==> config.mk <==
export PLATFORM = sky130hd
export DESIGN_NAME = isl_irq_logic
export DESIGN_NICKNAME = d
export VERILOG_FILES = /design/src/design/isl_pkg.sv /design/src/design/isl_irq_logic.sv
export SDC_FILE = /design/constraint.sdc
export NUM_CORES = 1
export LEC_CHECK = 0
export BUFFER_PORTS_ARGS = -buffer_cell sky130_fd_sc_hd__buf_2
export CORE_MARGIN = 2
export CORE_UTILIZATION = 55
export DETAILED_ROUTE_END_ITERATION = 7
export MAX_ROUTING_LAYER = met4
export PLACE_DENSITY = 0.79
export SLEW_MARGIN = 30
export SYNTH_ARGS = -nofsm -noshare
export SYNTH_HDL_FRONTEND = slang
export SYNTH_SLANG_ARGS = --single-unit
==> constraint.sdc <==
create_clock -name clk -period 4.9 [get_ports clk]
set_input_delay 0.49 -clock clk [delete_from_list [all_inputs] [get_ports clk]]
set_output_delay 0.49 -clock clk [all_outputs]
set_load 0.01 [all_outputs]
==> src/design/isl_pkg.sv <==
package isl_pkg;

    // ----------------------------------------------------------------
    // register map, word indices on the avalon slave (address bits 5:2)
    // ----------------------------------------------------------------
    localparam logic [3:0] OFS_PRIMARY = 4'h0;  // primary_irq_status, read clears
    localparam logic [3:0] OFS_MASK = 4'h1;     // per-source mask
    localparam logic [3:0] OFS_EXTENDED = 4'h2; // extended_irq_status, read clears
    localparam logic [3:0] OFS_CODE_RX = 4'h3;  // code_receive_status
    localparam logic [3:0] OFS_SQ_CFG = 4'h4;   // sq_transmit_config
    localparam logic [3:0] OFS_SQ_CODE = 4'h5;  // sq_receive_code
    localparam logic [3:0] OFS_CH1_CODE = 4'h6; // chan1_receive_code
    localparam logic [3:0] OFS_MODE = 4'h7;     // bus generation and timing mode
    localparam logic [3:0] OFS_MON_CTRL = 4'h8; // monitor_control
    localparam logic [3:0] OFS_MON_STAT = 4'h9; // monitor_status_reg, read clears
    localparam logic [3:0] OFS_MON_DATA = 4'ha; // last stored monitor byte

    // ----------------------------------------------------------------
    // field positions
    // ----------------------------------------------------------------
    localparam int PRI_EXT_BIT = 0;   // extended_summary_flag
    localparam int PRI_CODE_BIT = 2;  // code_change_flag
    localparam int EXT_MON_BIT = 4;   // monitor_status_flag inside extended
    localparam int CH_C0 = 0;         // code channel indices
    localparam int CH_SQ = 1;
    localparam int CH_C1 = 2;
    localparam int CRX_FLAG_LSB = 4;  // change flags in code_receive_status
    localparam int CFG_SQ_EN = 0;     // sq_change_enable
    localparam int CFG_C1_EN = 1;     // chan1_change_enable
    localparam int MODE_GEN_TWO = 0;  // 1: serial_bus_gen_two, 0: serial_bus_gen_one
    localparam int MODE_TERMINAL = 1; // terminal timing mode
    localparam int MC_RX_EN = 0;      // monitor_rx_enable
    localparam int MC_HS = 1;         // monitor_handshake_ctrl
    localparam int MC_TX_EN = 2;      // monitor_tx_enable
    localparam int MS_DATA = 0;       // monitor_data_received
    localparam int MS_END = 1;        // monitor_end_of_rx
    localparam int MS_ACK = 2;        // monitor_data_acked
    localparam int MS_ABORT = 3;      // monitor_data_abort

    // ----------------------------------------------------------------
    // reset values
    // ----------------------------------------------------------------
    localparam logic [7:0] MASK_RST = 8'h00;
    localparam logic [3:0] CODE_RST = 4'hf;
    localparam logic [1:0] MODE_RST = 2'h3;
    localparam logic [1:0] SQCFG_RST = 2'h0;
    localparam logic [2:0] MCTL_RST = 3'h0;

    // ----------------------------------------------------------------
    // carriers
    // ----------------------------------------------------------------
    typedef struct packed {
        logic byte_valid;  // a monitor byte has arrived
        logic first;       // it is the first byte of a packet
        logic chan;        // monitor channel 0 or 1
        logic [7:0] data;  // the byte
        logic rx_end;      // end of reception seen
        logic acked;       // far end acknowledged our byte
        logic abort;       // far end aborted the transfer
    } isl_mon_in_type;

    typedef struct packed {
        logic [2:0][3:0] sync1;     // code pins, first stage
        logic [2:0][3:0] sync2;     // code pins, second stage
        logic [2:0][3:0] seen;      // last code observed on the pins
        logic [2:0][3:0] code;      // code shown to software
        logic [2:0][3:0] code_pend; // latest code waiting behind it
        logic [2:0] unread;         // code not yet read
        logic [2:0] pend;           // a further change is waiting
        logic [2:0] chg;            // raw change flags
        logic [2:0] clk_sync;       // bus_data_clock two stages plus previous
        logic [2:0] mx_sync;        // monitor_tx_bit two stages plus previous
        logic [7:0] prim;           // pending primary events
        logic [7:0] mask;
        logic [7:0] ext;
        logic [1:0] mode;
        logic [1:0] sqcfg;
        logic [2:0] mctl;
        logic [3:0] mstat;
        logic [7:0] mdata;
        logic in_pkt;               // inside a monitor packet
        logic mrx;                  // monitor_rx_bit
        logic irq_oe;               // open drain pull-down enable
        logic irq_o;                // drive level, always low
        logic waitreq;
        logic [31:0] rdata;
        logic [7:0] snap;           // bits returned by the open read
    } isl_state_type;

endpackage : isl_pkg

==> src/design/isl_irq_logic.sv <==
`timescale 1ns/100ps
module isl_irq_logic
    import isl_pkg::*;
(
    input wire logic clk,                        // 250 mhz system clock
    input wire logic rst_n,                      // asynchronous reset
    input wire logic ce,                         // clock enable, freezes state
    input wire logic [5:0] avs_address,          // byte address
    input wire logic avs_read,                   // read request
    input wire logic avs_write,                  // write request
    input wire logic [3:0] avs_byteenable,       // byte lanes
    input wire logic [31:0] avs_writedata,       // write data
    output logic [31:0] avs_readdata,            // read data
    output logic avs_waitrequest,                // stall
    input wire logic [7:0] prim_event,           // primary source pulses
    input wire logic [7:0] ext_event,            // extended source pulses
    input wire isl_mon_in_type mon_in,           // monitor channel events
    input wire logic [3:0] chan0_code_pin,       // received chan0 code, async
    input wire logic [3:0] sq_code_pin,          // received sq code, async
    input wire logic [3:0] chan1_code_pin,       // received chan1 code, async
    input wire logic bus_data_clock,             // serial bus clock, async
    input wire logic monitor_tx_bit,             // handshake bit from far end
    output logic monitor_rx_bit,                 // handshake bit to far end
    output logic irq_o,                          // open drain level, low
    output logic irq_oe                          // pulls request line low
);

    // ----------------------------------------------------------------
    // read multiplexer
    // ----------------------------------------------------------------
    function automatic logic [7:0] reg_read(input logic [3:0] idx, input isl_state_type st);
        logic [7:0] r;
        logic [2:0] vis;
        r = 8'h00;
        vis = {st.chg[CH_C1] & st.sqcfg[CFG_C1_EN], st.chg[CH_SQ] & st.sqcfg[CFG_SQ_EN],
            st.chg[CH_C0]};
        case (idx)
            OFS_PRIMARY:
            begin
                r = st.prim & ~st.mask; // masked events stay hidden; summary and code-change bits are shown regardless
                r[PRI_EXT_BIT] = |st.ext;
                r[PRI_CODE_BIT] = |vis;
            end
            OFS_MASK: r = st.mask;
            OFS_EXTENDED: r = st.ext;
            OFS_CODE_RX: r = {1'b0, vis, st.code[CH_C0]};
            OFS_SQ_CFG: r = {6'h00, st.sqcfg};
            OFS_SQ_CODE: r = {4'h0, st.code[CH_SQ]};
            OFS_CH1_CODE: r = {4'h0, st.code[CH_C1]};
            OFS_MODE: r = {6'h00, st.mode};
            OFS_MON_CTRL: r = {5'h00, st.mctl};
            OFS_MON_STAT: r = {4'h0, st.mstat};
            OFS_MON_DATA: r = st.mdata;
            default: r = 8'h00;
        endcase
        return r;
    endfunction : reg_read

    isl_state_type s;
    isl_state_type next_s;
    logic [3:0] idx;
    logic accept;
    logic acc_rd;
    logic acc_wr;
    logic dclk_rise;
    logic req;
    logic [2:0] vis_chg;

    // ----------------------------------------------------------------
    // shared decode
    // ----------------------------------------------------------------
    assign idx = avs_address[5:2];
    assign accept = (avs_read | avs_write) & ~s.waitreq;
    assign acc_rd = accept & avs_read;
    assign acc_wr = accept & avs_write & avs_byteenable[0];
    assign dclk_rise = s.clk_sync[1] & ~s.clk_sync[2];
    assign vis_chg = {s.chg[CH_C1] & s.sqcfg[CFG_C1_EN], s.chg[CH_SQ] & s.sqcfg[CFG_SQ_EN],
        s.chg[CH_C0]};
    // summary and code-change set even when masked; mask only gates request
    assign req = |(s.prim & ~s.mask & 8'hfa) | (|s.ext & ~s.mask[PRI_EXT_BIT])
        | (|vis_chg & ~s.mask[PRI_CODE_BIT]);

    // ----------------------------------------------------------------
    // next state
    // ----------------------------------------------------------------
    always_comb
    begin
        logic gen2;
        logic term;
        logic mx_fall;
        logic [2:0] unlock;
        logic [2:0] active;
        logic store;
        logic [3:0] mkeep;
        next_s = s;
        gen2 = s.mode[MODE_GEN_TWO];
        term = s.mode[MODE_TERMINAL];
        mx_fall = s.mx_sync[2] & ~s.mx_sync[1];
        unlock = 3'h0;
        store = 1'b0;
        active = 3'h0;
        mkeep = 4'h0;

        // pin synchronisers, first stage read only by the second
        next_s.sync1 = {chan1_code_pin, sq_code_pin, chan0_code_pin};
        next_s.sync2 = s.sync1;
        next_s.clk_sync = {s.clk_sync[1:0], bus_data_clock};
        next_s.mx_sync = {s.mx_sync[1:0], monitor_tx_bit};

        // bus slave: one wait cycle, then answer; snapshot what was returned
        next_s.waitreq = 1'b1;
        if (s.waitreq && (avs_read || avs_write))
        begin
            next_s.waitreq = 1'b0;
            next_s.rdata = avs_read ? {24'h000000, reg_read(idx, s)} : 32'h00000000;
            next_s.snap = avs_read ? reg_read(idx, s) : 8'h00;
        end

        // writes
        if (acc_wr)
        begin
            case (idx)
                OFS_MASK: next_s.mask = avs_writedata[7:0];
                OFS_SQ_CFG: next_s.sqcfg = avs_writedata[1:0];
                OFS_MODE: next_s.mode = avs_writedata[1:0];
                OFS_MON_CTRL: next_s.mctl = avs_writedata[2:0];
                default: next_s.sqcfg = s.sqcfg;
            endcase
        end

        // read side effects, only bits that were returned, once per access
        if (acc_rd)
        begin
            case (idx)
                OFS_PRIMARY: next_s.prim = s.prim & ~(s.snap & 8'hfa);
                OFS_EXTENDED: next_s.ext = s.ext & ~s.snap; // summary follows
                OFS_CODE_RX:
                begin
                    next_s.chg = s.chg & ~s.snap[CRX_FLAG_LSB +: 3];
                    unlock[CH_C0] = 1'b1;
                end
                OFS_SQ_CODE: unlock[CH_SQ] = 1'b1;
                OFS_CH1_CODE: unlock[CH_C1] = 1'b1;
                OFS_MON_STAT: next_s.mstat = s.mstat & ~s.snap[3:0];
                default: next_s.snap = s.snap;
            endcase
        end

        // event sets come after clears so a same-cycle event wins
        next_s.prim = next_s.prim | (prim_event & 8'hfa);
        next_s.ext = next_s.ext | ext_event;

        // code channels: two deep, first code held, later ones overwrite
        active = {gen2 & term, 1'b1, 1'b1};
        for (int i = 0; i < 3; i++)
        begin
            if (unlock[i])
            begin
                if (s.pend[i])
                begin
                    next_s.code[i] = s.code_pend[i];
                    next_s.pend[i] = 1'b0;
                    next_s.chg[i] = 1'b1;
                end
                else
                begin
                    next_s.unread[i] = 1'b0;
                end
            end
            next_s.seen[i] = s.sync2[i];
            if (active[i] && s.sync2[i] != s.seen[i])
            begin
                if (!next_s.unread[i])
                begin
                    next_s.code[i] = s.sync2[i];
                    next_s.unread[i] = 1'b1;
                    // raw flag kept even while disabled, shown once enabled
                    next_s.chg[i] = 1'b1;
                end
                else
                begin
                    next_s.code_pend[i] = s.sync2[i];
                    next_s.pend[i] = 1'b1;
                end
            end
        end

        mkeep = next_s.mstat;
        // monitor channel; non-terminal gen two ignores channel 1
        if (gen2)
        begin
            if (mon_in.byte_valid && (term || !mon_in.chan))
            begin
                if (mon_in.first)
                begin
                    next_s.in_pkt = 1'b1;
                end
                // without handshake only a packet's first byte is flagged
                if (s.mctl[MC_RX_EN] && !s.mctl[MC_HS] && mon_in.first)
                begin
                    store = 1'b1;
                end
            end
            // handshake: every byte taken on tx bit fall
            if (s.mctl[MC_RX_EN] && s.mctl[MC_HS] && mx_fall)
            begin
                store = 1'b1;
                next_s.mrx = 1'b0;
            end
            if (!s.mctl[MC_HS] || s.mx_sync[1])
            begin
                next_s.mrx = 1'b1;
            end
            if (store)
            begin
                next_s.mdata = mon_in.data;
                next_s.mstat[MS_DATA] = 1'b1;
            end
            if (mon_in.rx_end && s.mctl[MC_RX_EN])
            begin
                next_s.mstat[MS_END] = 1'b1;
                next_s.in_pkt = 1'b0;
            end
            if (s.mctl[MC_TX_EN])
            begin
                // one enable for both transmit results
                next_s.mstat[MS_ACK] = next_s.mstat[MS_ACK] | mon_in.acked;
                next_s.mstat[MS_ABORT] = next_s.mstat[MS_ABORT] | mon_in.abort;
            end
            // only fresh status bits raise the summary, so an extended read sticks
            next_s.ext[EXT_MON_BIT] = next_s.ext[EXT_MON_BIT] | (|(next_s.mstat & ~mkeep));
        end
        else if (mon_in.byte_valid)
        begin
            // gen one: each byte flagged directly, control and status unused
            next_s.mdata = mon_in.data;
            next_s.ext[EXT_MON_BIT] = 1'b1;
        end

        // request moves only on bus clock rise; level, held while pending
        if (dclk_rise)
        begin
            next_s.irq_oe = req;
        end
        next_s.irq_o = 1'b0;
    end

    // ----------------------------------------------------------------
    // state register
    // ----------------------------------------------------------------
    always_ff @(posedge clk or negedge rst_n)
    begin
        if (!rst_n)
        begin
            s <= '0;
            s.sync1 <= {3{CODE_RST}};
            s.sync2 <= {3{CODE_RST}};
            s.seen <= {3{CODE_RST}};
            s.code <= {3{CODE_RST}};
            s.code_pend <= {3{CODE_RST}};
            s.mask <= MASK_RST;
            s.mode <= MODE_RST;
            s.sqcfg <= SQCFG_RST;
            s.mctl <= MCTL_RST;
            s.mrx <= 1'b1;
            s.waitreq <= 1'b1;
        end
        else if (ce)
        begin
            s <= next_s;
        end
    end

    // outputs straight from flip-flops
    assign avs_readdata = s.rdata;
    assign avs_waitrequest = s.waitreq;
    assign monitor_rx_bit = s.mrx;
    assign irq_o = s.irq_o;
    assign irq_oe = s.irq_oe;

    // ----------------------------------------------------------------
    // assertions
    // ----------------------------------------------------------------
    property p_irq_on_dclk;
        @(posedge clk) disable iff (!rst_n)
        (s.irq_oe != $past(s.irq_oe)) |-> $past(dclk_rise);
    endproperty
    a_irq_on_dclk: assert property (p_irq_on_dclk) else $error("irq moved off clock rise");

    property p_irq_follows;
        @(posedge clk) disable iff (!rst_n)
        (dclk_rise && ce) |=> (s.irq_oe == $past(req));
    endproperty
    a_irq_follows: assert property (p_irq_follows) else $error("irq not request level");

    property p_one_answer;
        @(posedge clk) disable iff (!rst_n)
        (!s.waitreq && ce) |=> s.waitreq;
    endproperty
    a_one_answer: assert property (p_one_answer) else $error("answer held twice");

    property p_prim_clear;
        @(posedge clk) disable iff (!rst_n)
        (acc_rd && ce && idx == OFS_PRIMARY && s.snap[1] && !prim_event[1]) |=> !s.prim[1];
    endproperty
    a_prim_clear: assert property (p_prim_clear) else $error("primary bit not cleared");

    property p_masked_kept;
        @(posedge clk) disable iff (!rst_n)
        (acc_rd && idx == OFS_PRIMARY && s.mask[3] && s.prim[3]) |=> s.prim[3];
    endproperty
    a_masked_kept: assert property (p_masked_kept) else $error("masked event lost");

    property p_code_flag_stays;
        @(posedge clk) disable iff (!rst_n)
        (acc_rd && idx == OFS_PRIMARY && s.chg[CH_C0]) |=> s.chg[CH_C0];
    endproperty
    a_code_flag_stays: assert property (p_code_flag_stays) else $error("code flag cleared");

    property p_all_masked;
        @(posedge clk) disable iff (!rst_n)
        (s.mask == 8'hff && dclk_rise && ce) |=> !s.irq_oe;
    endproperty
    a_all_masked: assert property (p_all_masked) else $error("request under full mask");

    property p_chan1_mode;
        @(posedge clk) disable iff (!rst_n)
        (!s.chg[CH_C1] ##1 s.chg[CH_C1]) |-> $past(s.mode) == 2'h3;
    endproperty
    a_chan1_mode: assert property (p_chan1_mode) else $error("chan1 flag outside mode");

    property p_mdr_enable;
        @(posedge clk) disable iff (!rst_n)
        $rose(s.mstat[MS_DATA]) |-> $past(s.mctl[MC_RX_EN]);
    endproperty
    a_mdr_enable: assert property (p_mdr_enable) else $error("data status w/o enable");

    property p_ext_clear;
        @(posedge clk) disable iff (!rst_n)
        (acc_rd && ce && idx == OFS_EXTENDED && s.snap == s.ext && ext_event == 8'h00
            && !mon_in.byte_valid && !mon_in.rx_end && !mon_in.acked && !mon_in.abort
            && !(s.mx_sync[2] && !s.mx_sync[1])) |=> (s.ext == 8'h00);
    endproperty
    a_ext_clear: assert property (p_ext_clear) else $error("extended not cleared");

    // cover points for the main scenarios
    logic unlock_pend_seen;
    assign unlock_pend_seen = acc_rd && idx == OFS_CODE_RX && s.pend[CH_C0];
    cover property (@(posedge clk) disable iff (!rst_n) $rose(s.irq_oe));
    cover property (@(posedge clk) disable iff (!rst_n) unlock_pend_seen);
    cover property (@(posedge clk) disable iff (!rst_n)
        acc_rd && idx == OFS_PRIMARY && |(s.prim & s.mask));
    cover property (@(posedge clk) disable iff (!rst_n) $fell(s.mrx));

endmodule : isl_irq_logic

# Yosys cells after proc, flatten, opt, wreduce, memory -nomap -nowiden
# Index checks and enable logic that the tools add are counted.
# word_totals
regBits	161
in_bits	91
output_inout_bits	36
wordCells	194
# classes
eq_ne	15
muxes	77
bitwise_logic	36
reduce_logical	33
# op_table
operator	count
$pmux W8 S11	1
$mux W8	10
$mux W4	15
$mux W1	43
$mux W41	1
$reduce_and A3 Y1	9
$and A8 B8 Y8	3
$not A8 Y8	3
$mux W9	2
$eq A4 B3 Y1 const B	4
$or A8 B8 Y8	2
$eq A4 B4 Y1 const B	3
$ne A4 B4 Y1	3
$reduce_or A6 Y1	2
$and A1 B1 Y1	11
$mux W3	3
$and A4 B4 Y4	2
$eq A4 B2 Y1 const B	2
$logic_and A1 B1 Y1	8
$not A4 Y4	2
$reduce_or A8 Y1	1
$or A1 B1 Y1	6
$reduce_and A2 Y1	3
$not A1 Y1	5
other kinds (12)	17

# Depth between registers and ports, before layout
# Gate-level depths: netlist (run 1).
# depth
word_depth	13
ltp_mapped	8
ltp_nobuf	5

# Worst setup path before layout (run 1)
# OpenSTA, ideal clock, no wires.
# synth_path
kind	register to register
start	reg s, in the netlist avs_waitrequest
end	reg s[107] (netlist name)
setup_time_ns	0.082
arrival_ns	1.741
required_ns	4.818
setup_slack_ns	3.077
stages_incl_launch_ff	6
path_buffers	1
period_less_slack_ns	1.823
cell_sequence	dfstp_2 -> buf_2 -> and4bb_2 -> a31o_2 -> nor2_2 -> mux2_2
# synth_between
elab_chain_len	6
# synth_rtl
element	line_no	source
start: declaration	isl_irq_logic.sv:59	isl_state_type s;
start signal: assignment	isl_irq_logic.sv:270	s <= next_s;
$not A1 Y1	isl_irq_logic.sv:73	assign accept = (avs_read | avs_write) & ~s.waitreq;
$and A1 B1 Y1	isl_irq_logic.sv:73	
$and A1 B1 Y1	isl_irq_logic.sv:74	assign acc_rd = accept & avs_read;
$mux W3	isl_irq_logic.sv:132	if (acc_rd)
$mux W1	isl_irq_logic.sv:157	if (unlock[i])
$reduce_and A3 Y1 (no source line)	--	
# Every way passes these cells.
# A chain may end at the register's enable or synchronous reset.

# Final worst setup path (run 1)
# layout_path
start	in avs_address[2]
end	reg s[119] (netlist name)
# layout_between
elab_chain_len	6
elab_cells_between_ends	7
classes_between	1 x eq/ne; 6 x mux
# layout_rtl
element	line_no	source
start: declaration	isl_irq_logic.sv:8	input wire logic [5:0] avs_address,
$eq A4 B3 Y1 *	isl_irq_logic.sv:134	case (idx)
$mux W1 *	isl_irq_logic.sv:134	
$mux W3 *	isl_irq_logic.sv:132	
$mux W4 / $mux W1 (equally long branches)	isl_irq_logic.sv:157	
$mux W4	isl_irq_logic.sv:173	if (!next_s.unread[i])
$mux W4 *	isl_irq_logic.sv:171	if (active[i] && s.sync2[i] != s.seen[i])
# Mark *: on every way between the ends. The rest lies on a longest branch, timed or not.

==> key figures, run 1 <==
Critical path
  • Worst Path Arrival: ~2700 ps
  • Crit path required time: approximately 5200 ps
  • Worst reg2reg path depth: 5
  • Setup crit start kind: input port
  • Reg-to-reg slack, setup: 2670 ps
  • Reg-to-Reg Start: avs_waitrequest
  • CP Class: in2reg
  • Reg2reg end: s[68]
  • Worst setup EP type: register
  • CP max FO: 32

Synthesis
  • EDFF count, synth: 0
  • Synth Area in Compound Gates: 14.4%
  • Netlist Area Pre-Place: 6740 µm²
  • Register area share after synthesis: about 51%
  • Main combinational cell family by area after synthesis: compound AO/OA/AOI/OAI gates
  • Synth Area in XOR/XNOR: under 10%
  • Post-Synth Adder-Cell Area: 0%
  • Top FF cell, synth: dfrtp_1
  • Count of cell types in the netlist: 70
  • Synth Warn #: 0
  • Cell count after synthesis: 589
  • Post-synthesis mux area share: between 10 and 15%
  • Post-synthesis simple-gate area fraction: 12.9%
  • Yosys top cell by area: dfrtp_1
  • Share of the synthesized area in the top cell type: 26.4%
  • Syn avg cell area: 11.4 µm²
  • Synth async-reset ratio: 100%
  • Number of synthesized register bits: 135
  • Top cells by area, synth: dfrtp_1, dfstp_2, mux2_2, nand2_1, buf_4

STA
  • Fin. max-slew vios: 0
  • Setup violations, final: 0
  • Hold_ws: 148 ps
  • Clk_skew: 9.03 ps
  • Relative slew slack: 35.8%
  • Final hold vios: 0
  • Min Tclk post-route: 2390 ps
  • Final TNS setup: 0 ps
  • RSZ-0062 raised after global routing: false
  • Fin crit share: about half
  • Least-Margin Pin Slew: 955 ps
  • Max Freq: 419 MHz

Power
  • Pwr/cell area: 423 nW/µm²
  • P_int: 2.41 mW
  • Psw: between 0.8 and 0.9 mW
  • Seq pwr share: 46.6%
  • Sw frac: between 20% and 30%
  • Clock group share of total power: 40.3%
  • Comb pwr share: 13.1%
  • Maximum VDD drop: 0.275 mV
  • LEAKAGE: approximately 3.4 nW

GRT
  • Tot GR Track Use: 25.7%
  • Met1 Resource Use GR: 33.2%
  • Gr busiest metal: met2
  • Vias in the first global route: 4739
  • Largest net degree at the start of global routing: 93
  • Met3 Usage GRT: 6.56%
  • Global-route wire length before repair: ~25000 µm
  • Initial antenna violation count: 1
  • Met2 usage: around two fifths
  • Overflow left after global routing: 0

Die
  • Row cnt: 40
  • Die Area: 13200 µm²
  • Die Y: approximately 110 µm
  • IO Pins: 127
  • CORE AREA: between 10000 and 15000 µm²
  • Initial Util: 56.1%
  • Chip Width: between 100 and 150 µm

Clock network
  • Clk sinks: 135
  • Clock transition at path regs: 60 ps
  • Post-CTS Setup Inserts: 0
  • Post-CTS sizing: 0
  • Clk buf depth: 2
  • Clock Latency Late Sink: 430 ps
  • CTS tree: done
  • CTS buffer count: 17
  • Htree depth: 4
  • Root buf cell: clkbuf_16
  • Hold-fix buffer count after cts: 0

Drt
  • Drt pass-1 iters: 5
  • Avg Vias per Cell: 6.02
  • Detail Route Antenna Nets: 0
  • DRT iter0 DRCs: 432
  • Final wirelength: 15600 µm
  • Routed len/inst: 19.4 µm
  • Vias: 4856
  • DRC: 0

Layout
  • Nets@finish: 737
  • Layout cells sized above 1: 39.5%
  • Layout area overhead: 13.4%

Hold path
  • Worst min path class: in2async

Run status
  • Status: finished clean

Placement
  • HPWL after DPL: 10600 µm
  • Final GP Congestion: a little over 0.9
  • Port buffer count: 70

Job
  • Number of max-cap violations: 0
-- flip-flops by register name, indices dropped and copies added, names as in the netlist --
register,cells
irq_oe,1
avs_waitrequest,1
monitor_rx_bit,1
next_s,28
s,96
avs_readdata,8
-- stage by stage --
stage | area, µm² | util [%] | setup slack [ps] | total power [mW] | cells
after floorplan | 6830 | - | 3080 | 1.80 | 613
after global placement | 7030 | 58.5 | 2260 | 1.91 | 774
after detailed placement | 7030 | 58.5 | 2160 | 1.94 | 774
after CTS | 7640 | 63.6 | 2610 | 3.25 | 806
after global routing | 7640 | 63.6 | 2460 | 3.37 | 807
final | 7640 | 63.6 | 2510 | 3.23 | 807
-- cell usage in the layout (no fill, tap or decap), drive strengths merged, types with 5 or more instances in the layout --
| cell | count |
|---|---|
| and3 | 6 |
| a21oi | 15 |
| inv | 11 |
| o22ai | 12 |
| nor2b | 16 |
| a32oi | 5 |
| nand3b | 5 |
| a21o | 12 |
| dfstp | 64 |
| mux2 | 81 |
| nand2 | 71 |
| conb | 25 |
| buf | 73 |
| a2bb2oi | 8 |
| clkinv | 6 |
| xnor2 | 12 |
| nor2 | 13 |
| clkbuf | 20 |
| dfrtp | 71 |
| nand3 | 18 |
| o21ai | 19 |
| a22o | 14 |
-- power groups by stage --
stage / Clock [mW] / Sequential [mW] / Combinational (mW)
global route: 1.38 / 1.53 / 0.467
floorplan: 0 / 1.46 / 0.337
finish: 1.30 / 1.51 / 0.423
CTS: 1.32 / 1.50 / 0.428
detailed placement: 0 / 1.52 / 0.423
global placement: 0 / 1.51 / 0.405
-- logic make-up after synthesis --
logic type             Yosys count
AND/OR/NAND/NOR                162
flip-flops                     135
AO/OA/AOI/OAI                  127
multiplexers                    83
buffers and inverters           69
XOR/XNOR                        12
other                            1
-- cells in the mapped netlist (3+ instances only) --
master and count:
mux2_1 5, a32oi_1 5, a221oi_1 3, nor2b_1 16, buf_1 7, a2bb2oi_1 8
nor3b_1 4, mux2_2 76, clkbuf_1 4, o22ai_1 12, and3_1 6, buf_2 14
and2_1 4, dfstp_2 64, nand3_1 17, a21oi_1 15, inv_1 10, nand3b_1 4
and3b_1 4, nand2_1 71, o2bb2ai_1 3, a311o_1 4, o21ai_0 14, buf_4 33
nand4_1 3, xnor2_1 12, o21ai_1 5, a21o_1 12, dfrtp_1 71, a22oi_1 4
nor2_1 11, a22o_1 14
-- layer usage --
metal  wire (µm)  share of wire, %
met5           0                 0
met2        7510                48
met3        1020               6.5
met1        6710                43
met4         388               2.5
-- area by class of cell --
type                       instances  area, µm²
timing repair buffer              73        382
antenna                            1       2.50
sequential                       135       3460
multi-input combinational        409       2970
fill                             922       4370
inverter                          10       37.5
tap                              147        184
clock buffer                      20        457
clock inverter                    12        151
-- worst max-delay path, stage by stage --
cell	delay [ps]
buf_2	450
nor2b_1	710
a31o_2	320
a21oi_1	80
nor2b_1	410
a2bb2oi_1	240
-- worst max path at each step --
| stage | depth (start not counted) | from | slack (ps) | to |
|---|---|---|---|---|
| 5_1_grt | 6 | ce | 2460 | s[68] |
| 3_3_place_gp | 4 | avs_address[2] | 2260 | s[76] |
| 2_1_floorplan | 5 | avs_waitrequest | 3080 | s[107] |
| 3_5_place_dp | 6 | avs_address[2] | 2160 | s[119] |
| 6_report | 6 | avs_address[2] | 2510 | s[119] |
| 4_1_cts | 6 | avs_address[2] | 2610 | s[119] |
No activity file was read; power rests on OpenSTA's default activity.
==> run 2, diff against run 1 <==
==> constraint.sdc (replaced) <==
create_clock -name clk -period 2.37 [get_ports clk]
set_input_delay 0.237 -clock clk [delete_from_list [all_inputs] [get_ports clk]]
set_output_delay 0.237 -clock clk [all_outputs]
set_load 0.01 [all_outputs]
==> key figures, run 2 (synthesized netlist as in run 1, its figures left out) <==
Clock network
  • Post-CTS Setup Inserts: 0 (unchanged)
  • Clk buf depth: 2 (unchanged)
  • Htree depth: 4 (unchanged)
  • CTS tree: done
  • Post-CTS sizing: 0 (unchanged)
  • Clk sinks: 135 (unchanged)
  • Root buf cell: clkbuf_16
  • Clock Latency Late Sink: 430 ps (about the same)
  • Clock transition at path regs: 60 ps (about the same)
  • CTS buffer count: 17 (unchanged)

Layout
  • Largest register FFs: 96 (unchanged)
  • # fillers: 928 (+0.65%)
  • Final core occ: 65.1% (+1.5 points)
  • Nets@finish: 755 (+2.4%)
  • FF/Latch Area: 3460 µm² (unchanged)
  • Multi-input gate area: 2970 µm² (unchanged)
  • Most common cell after layout, fill and taps aside: mux2_2
  • Commonest cells after routing, fill and taps aside: mux2_2, nand2_1, dfrtp_1
  • Biggest register: s
  • Layout cells sized above 1: 40.6% (+1.2 points)
  • Layout area overhead: 16.0%

Critical path
  • CP max FO: 5 (-84%)
  • CP Class: reg2reg
  • Highest cell delay on the worst timing path: 580 ps (-130 ps)
  • Setup crit start kind: register
  • Crit path required time: 2720 ps (-2520 ps)
  • Critical path, cell by cell: xnor2_1 > a41oi_1 > nand2_1 > nor2_2 > mux2_1
  • Reg-to-reg slack, setup: 490 ps (-2180 ps)
  • Worst Path Arrival: 2230 ps (-490 ps)
  • Slowest-stage cell, CP: dfstp_2
  • CP delay by family, top: flip-flops
  • Worst setup EP type: register
  • Buf/Inv on CP: 0 (-1)

Power
  • Comb pwr share: 13.3% (+0.2 points)
  • Psw: 1.75 mW (+110%)
  • LEAKAGE: 3.52 nW (+3.3%)
  • Clock group share of total power: 40.9% (+0.6 points)
  • P_int: 5.07 mW (+110%)
  • Total power: 6.82 mW (+110%)
  • Maximum VDD drop: 0.695 mV (+150%)
  • Sw frac: 25.6% (about the same)
  • Pwr/cell area: 872 nW/µm² (+110%)
  • Seq pwr share: 45.8% (-0.8 points)

GRT
  • Vias in the first global route: 5008 (+5.7%)
  • Initial antenna violation count: 1 (unchanged)
  • Tot GR Track Use: 26.9% (+1.2 points)
  • Global-route wire length before repair: 25900 µm (+4.4%)
  • Overflow left after global routing: 0 (unchanged)
  • Largest net degree at the start of global routing: 64 (-31%)

Die
  • IO Pins: 127 (unchanged)
  • Initial Util: 56.1% (unchanged)
  • Die Area: 13200 µm² (unchanged)
  • Chip Width: 115 µm (unchanged)
  • Row cnt: 40 (unchanged)
  • Die Y: 115 µm (unchanged)
  • CORE AREA: 12000 µm² (unchanged)

Drt
  • Avg Vias per Cell: 5.94 (-1.2%)
  • Vias: 4903 (+0.97%)
  • Detail Route Antenna Nets: 0 (unchanged)
  • Final wirelength: 16100 µm (+3.4%)
  • Routed len/inst: 19.6 µm (+1.1%)
  • DRT iter0 DRCs: 419 (-3.0%)
  • DRC: 0 (unchanged)
  • Drt pass-1 iters: 4 (-1)

STA
  • Final hold vios: 0 (unchanged)
  • Final TNS setup: 0 ps (unchanged)
  • Setup violations, final: 0 (unchanged)
  • Relative slew slack: 65.9% (+30 points)
  • Least-Margin Pin Slew: 510 ps (-446 ps)
  • Hold_ws: 31.9 ps (-116 ps)
  • Min Tclk post-route: 1880 ps
  • Max Freq: around 530 MHz
  • Fin crit share: 79.3%
  • Clk_skew: 10.1 ps (+1.07 ps)
  • Fin. max-slew vios: 0 (unchanged)
  • RSZ-0062 raised after global routing: false

Run status
  • Status: finished clean

Job
  • Number of max-cap violations: 0 (unchanged)

Placement
  • HPWL after DPL: 11500 µm (+8.2%)
  • Port buffer count: 70 (unchanged)
  • Final GP Congestion: 0.926 (-0.51%)

Hold path
  • Worst min path class: in2reg
[run 2: worst reg2reg max path, delay by kind of cell (launching register included)]
kind	cells	cell delay, ps
flops	1	580
compound gates	1	380
mux	1	360
xor+xnor	1	70
simple gates	2	410
[run 2: cell type report]
cell class / count / share of cell area (%)
clock inverters: 10 / 1.76
flip-flops and latches: 135 / 44.2
well taps: 147 / 2.35
inverters: 10 / 0.480
multi-input cells: 409 / 38.0
diodes: 1 / 0.0320
repair buffers: 91 / 6.91
clock buffers: 22 / 6.23
[run 2: power by group through the flow]
stage          logic (mW)  clock network [mW]  registers [mW]
2_1_floorplan       0.698                   0            3.03
3_3_place_gp        0.864                   0            3.12
3_5_place_dp        0.901                   0            3.14
4_1_cts             0.915                2.83            3.11
5_1_grt              1.00                2.92            3.16
6_report            0.908                2.79            3.12
[run 2: layer usage]
layer  track usage (%)  share of wire, %
met5                 -                 0
met4              11.6               2.8
met3              7.31               6.0
met2              41.8                49
met1              33.3                42
[run 2: stage by stage]
step	instances	setup slack, ps	area [µm²]
5_1_grt	825	372	7820
2_1_floorplan	613	547	6830
6_report	825	490	7820
4_1_cts	824	471	7820
3_5_place_dp	791	385	7180
3_3_place_gp	791	459	7180
[run 2: final timing paths]
path,depth (start not counted),to,startpoint
setup / recovery,5,s[111],next_s[137]
max in group asynchronous,3,s[62],rst_n
hold reg to reg,2,avs_readdata[6],avs_readdata[6]
setup reg to reg,5,s[111],next_s[137]
min in group asynchronous,2,s[97],rst_n
hold / removal,2,s[45],mon_in[3]
[run 2: timing repair]
item	4_1_cts	5_1_grt
endpoints found under the setup margin	0	0
endpoints found under the hold margin	5	0
hold buffers	1	0
